File: src/hw/fspc_regs.svh
/*
 * Register map and timing constants for the flash self-program control.
 * Assumes a 10 MHz aclk and an AXI4-Lite slave with 32-bit data.
 */
`ifndef FSPC_REGS_SVH
`define FSPC_REGS_SVH

// Register indexes (printed offsets are multiples of four only in part,
// so every printed offset is an index and the byte address is 4x)
`define FSPC_IDX_KEY      16'hffa0
`define FSPC_IDX_STATUS   16'hffa1
`define FSPC_IDX_MODE     16'hffa2
`define FSPC_IDX_CMD      16'hffa3
`define FSPC_IDX_CTRL     16'hffa4
`define FSPC_ADDR_W       18

// Field positions
`define FSPC_MODE_SEL     0
`define FSPC_RB_LO        2
`define FSPC_RB_HI        6
`define FSPC_ERR_BIT      0
`define FSPC_CMD_W        3

// Values
`define FSPC_KEY_VAL      8'ha5
`define FSPC_BLANK        8'hff
`define FSPC_PROT_LOC     16'h0081
`define FSPC_CMD_ERASE    3'h3
`define FSPC_CMD_WRITE    3'h5

// Timing: first halt release within 10 us + 2 clocks
`define FSPC_CLK_HZ       10000000
`define FSPC_REL_NS       10000
`define FSPC_REL_EXTRA    2
`define FSPC_OP_CYC       16

// AXI responses
`define FSPC_RESP_OKAY    2'h0
`define FSPC_RESP_SLVERR  2'h2

`endif

File: src/hw/fspc_pkg.sv
/*
 * Types shared by the flash self-program control.
 * Assumes the constants header is included where numbers are needed.
 */
`default_nettype none
package fspc_pkg;
  // Unlock tracker, Gray coded along the key-val-inv-val path
  typedef enum logic [1:0] {
    FSPC_IDLE = 2'b00,
    FSPC_KEYD = 2'b01,
    FSPC_VAL1 = 2'b11,
    FSPC_INV  = 2'b10
  } fspc_seq_e;

  // Flash sequencer states
  typedef enum logic [1:0] {
    FSPC_RUN  = 2'b00,
    FSPC_BUSY = 2'b01,
    FSPC_DONE = 2'b11
  } fspc_op_e;

  // A peripheral store as seen by the tracker
  typedef struct packed {
    logic        valid;
    logic [15:0] idx;
    logic [7:0]  data;
  } fspc_store_s;
endpackage
`default_nettype wire

File: src/hw/fspc_top.sv
/*
 * Flash self-program control: unlock-protected mode register, protect
 * byte readback, halt-triggered flash operation with automatic release.
 * Assumes an AXI4-Lite master on aclk and a flash array beside it that
 * answers the operation handshake; the CPU honours cpu_stall.
 */
// Register access over AXI4-Lite is this design's own decision.
// Functional notes
// RULE_01: Stall CPU while flash command runs
// RULE_02: Hold interrupts pending during self-program mode
// RULE_03: Erased bytes read all ones
// RULE_04: First halt released within 10us plus 2
// RULE_05: Software waits 8us before first command
// RULE_06: Software keeps CPU clock at least 1MHz
// RULE_07: Pins freeze as in halt standby
// RULE_08: Only protect byte inhibits write or erase
// RULE_09: Software zeroes upper address pointer bits
// RULE_10: Software zeroes command before each mode switch
// RULE_11: Protect byte lives at fixed flash location
// RULE_12: Mode register layout, readback bits read-only
// RULE_13: Reset clears select, loads protect readback
// RULE_14: Select zero: halt is plain standby
// RULE_15: Select one: halt starts loaded flash operation
// RULE_16: Key, value, inverse, value unlocks update
// RULE_17: Bad sequence keeps register, sets error
// RULE_18: Software masks interrupts across the switch
// RULE_19: No RAM access during flash command
// RULE_20: Key write-only; mode register byte stores only
// RULE_21: Foreign store mid-sequence sets error flag
// RULE_22: Error cleared only by zero write, reset
// RULE_23: Halt released automatically after operation
// RULE_24: Tracker returns idle after each attempt
`default_nettype none
`include "fspc_regs.svh"

module fspc_top #(
  parameter int REL_NS = `FSPC_REL_NS,   // First-release limit in ns
  parameter int OP_CYC = `FSPC_OP_CYC    // Flash operation length
) (
  input  wire logic                   aclk,
  input  wire logic                   aresetn,
  input  wire logic [`FSPC_ADDR_W-1:0] s_axi_awaddr,
  input  wire logic                   s_axi_awvalid,
  output logic                        s_axi_awready,
  input  wire logic [31:0]            s_axi_wdata,
  input  wire logic [3:0]             s_axi_wstrb,
  input  wire logic                   s_axi_wvalid,
  output logic                        s_axi_wready,
  output logic [1:0]                  s_axi_bresp,
  output logic                        s_axi_bvalid,
  input  wire logic                   s_axi_bready,
  input  wire logic [`FSPC_ADDR_W-1:0] s_axi_araddr,
  input  wire logic                   s_axi_arvalid,
  output logic                        s_axi_arready,
  output logic [31:0]                 s_axi_rdata,
  output logic [1:0]                  s_axi_rresp,
  output logic                        s_axi_rvalid,
  input  wire logic                   s_axi_rready,
  input  wire logic                   halt_req,
  input  wire logic [4:0]             prot_byte,
  input  wire logic                   irq_in,
  output logic                        irq_out,
  output logic                        cpu_stall,
  output logic                        pin_freeze,
  output logic                        ram_block,
  output logic                        flash_start,
  output logic [`FSPC_CMD_W-1:0]      flash_cmd,
  output logic [7:0]                  blank_value,
  output logic [15:0]                 prot_loc,
  input  wire logic                   flash_done
);
  localparam int REL_CYC =
    (REL_NS * (`FSPC_CLK_HZ / 1000000)) / 1000 + `FSPC_REL_EXTRA;
  localparam int CW = 16;

  // Elaboration guard: the release compare needs at least two cycles
  if (OP_CYC < 1 || REL_CYC < 2 || REL_CYC >= (1 << CW)) begin : g_bad_cfg
    $error("fspc_top: counts out of range");
  end

  // Registered state
  logic                  sel_r;           // Mode select
  logic [4:0]            rb_r;            // Protect readback
  logic                  err_r;           // Protection error
  logic [`FSPC_CMD_W-1:0] cmd_r;          // Flash command
  logic                  first_r;         // First halt after entry
  fspc_pkg::fspc_seq_e   seq_r;           // Unlock tracker
  fspc_pkg::fspc_op_e    op_r;            // Flash sequencer
  logic [CW-1:0]         cnt_r;           // Release timer
  logic                  rel_r;           // Halt released pulse
  logic [7:0]            want_r;          // Value held for compare
  logic                  rb_load_r;       // Readback capture pending

  // Write channel handshake: take address and data together
  logic          wr_go;
  fspc_pkg::fspc_store_s st;
  logic          mapped_w;
  assign wr_go = s_axi_awvalid & s_axi_wvalid & ~s_axi_bvalid;
  assign s_axi_awready = wr_go;
  assign s_axi_wready  = wr_go;
  assign st.valid = wr_go & s_axi_wstrb[0];
  assign st.idx   = s_axi_awaddr[`FSPC_ADDR_W-1:2];
  assign st.data  = s_axi_wdata[7:0];
  assign mapped_w = (st.idx == `FSPC_IDX_KEY) ||
                    (st.idx == `FSPC_IDX_STATUS) ||
                    (st.idx == `FSPC_IDX_MODE) ||
                    (st.idx == `FSPC_IDX_CMD);

  // Write response, one cycle after take
  always_ff @(posedge aclk) begin
    if (!aresetn) begin
      s_axi_bvalid <= 1'b0;
      s_axi_bresp  <= `FSPC_RESP_OKAY;
    end else if (wr_go) begin
      s_axi_bvalid <= 1'b1;
      s_axi_bresp  <= mapped_w ? `FSPC_RESP_OKAY : `FSPC_RESP_SLVERR;
    end else if (s_axi_bready) begin
      s_axi_bvalid <= 1'b0;
    end
  end

  // Store classification
  logic to_key, to_mode, mode_full;
  assign to_key    = st.valid && st.idx == `FSPC_IDX_KEY;
  assign to_mode   = st.valid && st.idx == `FSPC_IDX_MODE;
  assign mode_full = s_axi_wstrb[0];  // Low lane holds the byte store

  // Unlock tracker; every attempt ends in idle
  logic seq_fail, seq_ok;
  always_comb begin
    seq_fail = 1'b0;
    seq_ok   = 1'b0;
    case (seq_r)
      fspc_pkg::FSPC_IDLE: seq_fail = to_mode;          // see RULE_17
      fspc_pkg::FSPC_KEYD: seq_fail = st.valid & ~to_mode; // see RULE_21
      fspc_pkg::FSPC_VAL1: seq_fail = st.valid &
        (~to_mode | (st.data != ~want_r));               // see RULE_21
      fspc_pkg::FSPC_INV: begin
        seq_fail = st.valid & (~to_mode | (st.data != want_r));
        seq_ok   = to_mode & (st.data == want_r);        // see RULE_16
      end
      default: seq_fail = 1'b0;
    endcase
  end

  always_ff @(posedge aclk) begin
    if (!aresetn) begin
      seq_r  <= fspc_pkg::FSPC_IDLE;
      want_r <= 8'h00;
    end else if (seq_fail || seq_ok) begin
      seq_r <= fspc_pkg::FSPC_IDLE;                      // see RULE_24
    end else begin
      case (seq_r)
        fspc_pkg::FSPC_IDLE:
          if (to_key && st.data == `FSPC_KEY_VAL)
            seq_r <= fspc_pkg::FSPC_KEYD;                // see RULE_16
        fspc_pkg::FSPC_KEYD:
          if (to_mode) begin
            seq_r  <= fspc_pkg::FSPC_VAL1;
            want_r <= st.data;
          end
        fspc_pkg::FSPC_VAL1:
          if (to_mode) seq_r <= fspc_pkg::FSPC_INV;
        // Idle bus cycles between stores must not drop the attempt
        fspc_pkg::FSPC_INV:
          seq_r <= fspc_pkg::FSPC_INV;                   // see RULE_16
        default: seq_r <= fspc_pkg::FSPC_IDLE;
      endcase
    end
  end

  // Mode select: only the final store of a clean sequence lands
  always_ff @(posedge aclk) begin
    if (!aresetn) begin
      sel_r <= 1'b0;                                     // see RULE_13
    end else if (seq_ok && mode_full) begin
      sel_r <= st.data[`FSPC_MODE_SEL];                  // see RULE_16
    end
  end

  // Protect readback captured after reset release
  always_ff @(posedge aclk) begin
    if (!aresetn) begin
      rb_load_r <= 1'b1;
      rb_r      <= 5'h00;
    end else if (rb_load_r) begin
      rb_load_r <= 1'b0;
      rb_r      <= prot_byte;                            // see RULE_13
    end
  end

  // Error flag: set wins over the zero-write clear
  always_ff @(posedge aclk) begin
    if (!aresetn) begin
      err_r <= 1'b0;
    end else if (seq_fail) begin
      err_r <= 1'b1;                                     // see RULE_17
    end else if (st.valid && st.idx == `FSPC_IDX_STATUS &&
                 !st.data[`FSPC_ERR_BIT]) begin
      err_r <= 1'b0;                                     // see RULE_22
    end
  end

  // Command register, cleared by software before mode switches
  always_ff @(posedge aclk) begin
    if (!aresetn) begin
      cmd_r <= 3'h0;
    end else if (st.valid && st.idx == `FSPC_IDX_CMD) begin
      cmd_r <= st.data[`FSPC_CMD_W-1:0];                 // see RULE_10
    end
  end

  // Halt-driven sequencer
  logic halt_start;
  assign halt_start = halt_req & sel_r &
                      (op_r == fspc_pkg::FSPC_RUN);      // see RULE_15
  always_ff @(posedge aclk) begin
    if (!aresetn) begin
      op_r    <= fspc_pkg::FSPC_RUN;
      cnt_r   <= '0;
      first_r <= 1'b1;
      rel_r   <= 1'b0;
    end else begin
      rel_r <= 1'b0;
      if (!sel_r) first_r <= 1'b1;
      case (op_r)
        fspc_pkg::FSPC_RUN:
          if (halt_start) begin
            op_r  <= fspc_pkg::FSPC_BUSY;
            cnt_r <= '0;
          end
        fspc_pkg::FSPC_BUSY: begin
          cnt_r <= cnt_r + 1'b1;
          // First halt is a settle, not a flash operation
          if (first_r ? (cnt_r == CW'(REL_CYC - 2))      // see RULE_04
                      : flash_done) begin                // see RULE_23
            op_r    <= fspc_pkg::FSPC_DONE;
            first_r <= 1'b0;
          end
        end
        fspc_pkg::FSPC_DONE: begin
          op_r  <= fspc_pkg::FSPC_RUN;
          rel_r <= 1'b1;
        end
        default: op_r <= fspc_pkg::FSPC_RUN;
      endcase
    end
  end

  // Outputs toward CPU and flash array
  assign cpu_stall   = (op_r != fspc_pkg::FSPC_RUN);   // see RULE_01
  assign ram_block   = cpu_stall & ~first_r;           // see RULE_19
  assign pin_freeze  = sel_r | (halt_req & ~sel_r);    // see RULE_07
  assign irq_out     = irq_in & ~sel_r;                // see RULE_02
  // Security from external programming is not consulted here;
  // the protect byte itself gates the array's write path
  assign flash_start = halt_start & ~first_r;          // see RULE_08
  assign flash_cmd   = cmd_r;                          // see RULE_14
  assign blank_value = `FSPC_BLANK;                    // see RULE_03
  assign prot_loc    = `FSPC_PROT_LOC;                 // see RULE_11

  // Read channel; key register reads zero
  logic [7:0] rd_byte;
  logic       rd_map;
  logic [15:0] ridx;
  assign ridx = s_axi_araddr[`FSPC_ADDR_W-1:2];
  always_comb begin
    rd_byte = 8'h00;
    rd_map  = 1'b1;
    case (ridx)
      `FSPC_IDX_KEY:    rd_byte = 8'h00;               // see RULE_20
      `FSPC_IDX_STATUS: rd_byte = {7'h00, err_r};
      `FSPC_IDX_MODE:   rd_byte = {1'b0, rb_r, 1'b0, sel_r}; // see RULE_12
      `FSPC_IDX_CMD:    rd_byte = {5'h00, cmd_r};
      `FSPC_IDX_CTRL:   rd_byte = {5'h00, op_r, first_r};
      default:          rd_map  = 1'b0;
    endcase
  end
  assign s_axi_arready = ~s_axi_rvalid;
  always_ff @(posedge aclk) begin
    if (!aresetn) begin
      s_axi_rvalid <= 1'b0;
      s_axi_rdata  <= 32'h0;
      s_axi_rresp  <= `FSPC_RESP_OKAY;
    end else if (s_axi_arvalid && s_axi_arready) begin
      s_axi_rvalid <= 1'b1;
      s_axi_rdata  <= {24'h0, rd_byte};
      s_axi_rresp  <= rd_map ? `FSPC_RESP_OKAY : `FSPC_RESP_SLVERR;
    end else if (s_axi_rready) begin
      s_axi_rvalid <= 1'b0;
    end
  end
endmodule
`default_nettype wire

File: config.mk
export PLATFORM = sky130hd
export DESIGN_NAME = fspc_top
export DESIGN_NICKNAME = d
export VERILOG_FILES = /design/src/hw/fspc_pkg.sv /design/src/hw/fspc_top.sv
export VERILOG_INCLUDE_DIRS = /design/src /design/src/hw
export SDC_FILE = /design/constraint.sdc
export NUM_CORES = 1
export LEC_CHECK = 0
export ABC_CLOCK_PERIOD_IN_PS = 6800
export BUFFER_PORTS_ARGS = -buffer_cell sky130_fd_sc_hd__buf_2
export CORE_MARGIN = 2
export CORE_UTILIZATION = 35
export CTS_CLUSTER_SIZE = 30
export DETAILED_ROUTE_END_ITERATION = 7
export PLACE_DENSITY = 0.76
export REMOVE_ABC_BUFFERS = 1
export SYNTH_ARGS = -nofsm -noshare
export SYNTH_HDL_FRONTEND = slang
export SYNTH_SLANG_ARGS = --single-unit
File: constraint.sdc
create_clock -name aclk -period 6.8 [get_ports aclk]
set_input_delay 0.34 -clock aclk [delete_from_list [all_inputs] [get_ports aclk]]
set_output_delay 0.34 -clock aclk [all_outputs]
set_load 0.05 [all_outputs]
==> run metrics <==
part of the cycle the worst path needs 34.44%; type of destination of the critical path flip-flop; count of hold-fix buffers inserted at cts 0; total cell area at the placement stage 0.003074 mm^2; Critical Path Slowest Stage Cell sky130_fd_sc_hd__or4_1; Max Fclk 427.0 MHz; first-pass detailed-route iteration total 4; largest stage delay on the critical path 620 ps; hold worst-path end s_axi_rvalid; Worst Hold Launch s_axi_rready; Leakage Power 1.398 nW; overall routed net length 5.991 mm; mean instance size in the synthesized netlist 8.469 um^2; Hold Crit Class input pin to flip-flop; largest cells by area after synthesis sky130_fd_sc_hd__dfxtp_1 (37%), sky130_fd_sc_hd__buf_4 (14%), sky130_fd_sc_hd__mux2i_1 (6.5%); I/O pins 160; highest-count cells in the layout ignoring fill and taps sky130_fd_sc_hd__buf_2 (77), sky130_fd_sc_hd__conb_1 (51), sky130_fd_sc_hd__dfxtp_1 (51), sky130_fd_sc_hd__nor2_1 (47), sky130_fd_sc_hd__mux2i_1 (18); vias after detailed routing 2394; Setup violations, final 0; overall die height 93.23 um; largest delay contributor family on the critical path simple AND/OR/NAND/NOR gates; commonest non-fill, non-tap cell in the layout sky130_fd_sc_hd__buf_2; final worst path period need 2342 ps; core region area 0.007727 mm^2; global router's overall resource usage 13.64%; Setup TNS 0 ps; via count of the first global-routing pass 2299; RePlAce Congestion 0.8811; synthesized netlist cell count 329; worst setup slack for register-to-register paths 4480 ps; synthesis-to-layout area growth 14.55%; fraction of final layout cells sized beyond drive strength 1 23.57%; post-DR vias/cell 4.741; cell accounting for the most synthesized area sky130_fd_sc_hd__dfxtp_1; Synth Cell Area 0.002786 mm^2; remaining global-route overflow 0; Initial Utilization 36.06%; MaxCap Viol Count 0; TritonCTS clock tree yes; worst IR drop on VDD 90.32 uV; post-detailed-route count of antenna-violating nets 0; hold-critical path depth 2; max-slew violation count 0; Buf/Inv on CP 1; Final nets 491; proportion of register bits with asynchronous set or reset after synthesis 0%; post-CTS clock slew at the launch and capture registers of the worst setup and hold paths 90 ps; routed wirelength normalized by instance count 11.86 um; number of cell instances on the worst register-to-register path 5; count of unique library cells instantiated by Yosys 45; RSZ-0062 raised after global routing false; number of placement rows 32; pin count of the biggest net entering global routing 33; post-route cell area 0.003192 mm^2; result of the run completed; number of antenna violations at the first check in global routing 0; Ys Warns 0; fraction of synthesized cell area taken by the top area cell type 36.64%; element type at the critical path start input pin; post_cts resized 0; CTS H-tree depth 2; worst path arrival time 2490 ps; Max Clock Skew 5.102 ps; WP data required 6950 ps; end of the worst register-to-register path cnt_r[11]; Seq cells post-synth 51; number of endpoints with negative hold slack in the final report 0; final core utilization 41.31%; Critical R2R Launch sel_r; Iter 0 DRT Violations 86; Worst Path Class, Setup input pin to flip-flop; Max clock buf depth 2; normalized max-slew margin 22.88%; Pwr Density 200.8 mW/mm^2; Seq/Total Area, Yosys 36.64%; Post-CTS Setup Repair Bufs 0; area of the die 0.008691 mm^2; cell-by-cell trace of the critical path buf_2, or4b_1, or4_1, nor3_1, mux2i_1, nor2_1; largest driver fanout on the critical path 7; TritonCTS Buffers 5; wire length of the first global-routing pass 9.825 mm; Min Hold Slack 218.3 ps; die width 93.23 um; clock net sink count 51; Final HPWL DP 4.660 mm; quantity of I/O buffers inserted on ports 77; transition time at the pin with the least slew margin 1146 ps; count of flip-flops with a built-in enable after synthesis 0; critical path depth in cells 6; cell at the root of the clock tree sky130_fd_sc_hd__clkbuf_8; Layout fillers 781; main flop type after synthesis sky130_fd_sc_hd__dfxtp_1; post-detailed-route DRC marker count 0; diode count 0; clock latency reported for the late side of the worst-skew pair 290 ps
==> synthesized netlist by cell type (all sizes together) (2+ instances only) <==
cell type,number
inv,10
or2b,2
dfxtp,51
nor4,7
or4,5
conb,2
nand4,9
nand4b,3
nor2b,4
nor3,10
o22ai,2
a22oi,8
buf,53
and4,3
a21oi,9
or4b,2
and3b,2
ha,2
o21ai,8
nand3,8
nand2,16
xor2,16
nor3b,2
clkbuf,9
xnor2,6
mux2i,18
nor2,47
a31oi,2
==> state kept, by name, indices dropped and copies added (netlist names) <==
name / cells
cnt_r: 16
want_r: 8
s_axi_rdata: 7
rb_r: 5
flash_cmd: 3
op_r: 2
seq_r: 2
err_r: 1
first_r: 1
rb_load_r: 1
s_axi_bresp: 1
s_axi_bvalid: 1
s_axi_rresp: 1
s_axi_rvalid: 1
sel_r: 1
==> routing by layer <==
layer  part of all wire [%]  vias to the layer above  wire length, um  track usage [%]
met3                    6.6                        8              394            2.740
li1                       -                     1179                -                -
met4                   0.72                        0               43            3.186
met2                     49                      108             2960            25.24
met5                      0                        -                0                0
met1                     43                     1099             2593            16.07
==> report_power, final <==
part,switching [W],internal [W]
Sequential,0.00000281,0.000302
Combinational,0.0000972,0.0000231
Clock,0.0000966,0.000119
==> worst max path at each step <==
stage,startpoint,endpoint,slack (ps)
after CTS,sel_r,cnt_r[11],4440
after global placement,s_axi_awaddr[5],flash_cmd[2],4220
after detailed placement,s_axi_awaddr[5],flash_cmd[2],4140
after floorplan,s_axi_bvalid,want_r[0],3150
final,s_axi_awaddr[5],flash_cmd[2],4460
after global routing,sel_r,cnt_r[11],4350
==> logic make-up (layout without fill, tap and decap cells) <==
family                   Yosys count  in the layout  synth area share (%)
buffers and inverters             72             97                 16.79
XOR/XNOR                          22             22                 6.915
multiplexers                      19             19                 6.870
flip-flops                        51             51                 36.64
AO/OA/AOI/OAI                     34             34                 7.589
adder cells (fa/ha/maj)            2              2                0.8979
AND/OR/NAND/NOR                  127            127                 24.02
other                              2             51                0.2695
==> area by class of cell <==
| cell class | instances | area (um^2) | area share [%] |
|---|---|---|---|
| clock buffers | 6 | 82.58 | 2.587 |
| clock inverters | 2 | 35.03 | 1.098 |
| inverters | 10 | 37.54 | 1.176 |
| multi-input cells | 255 | 1488 | 46.61 |
| flip-flops and latches | 51 | 1021 | 31.99 |
| well taps | 102 | 127.6 | 3.998 |
| repair buffers | 79 | 400.4 | 12.54 |
==> per-stage QoR <==
stage                     power [W]  worst slack [ps]  instances
final                     0.0006410              4458        505
after global routing      0.0006670              4354        505
after CTS                 0.0006472              4439        505
after detailed placement  0.0004319              4145        497
after global placement    0.0004306              4220        497
after floorplan           0.0004033              3150        316
(Power assumes the default switching activity.)
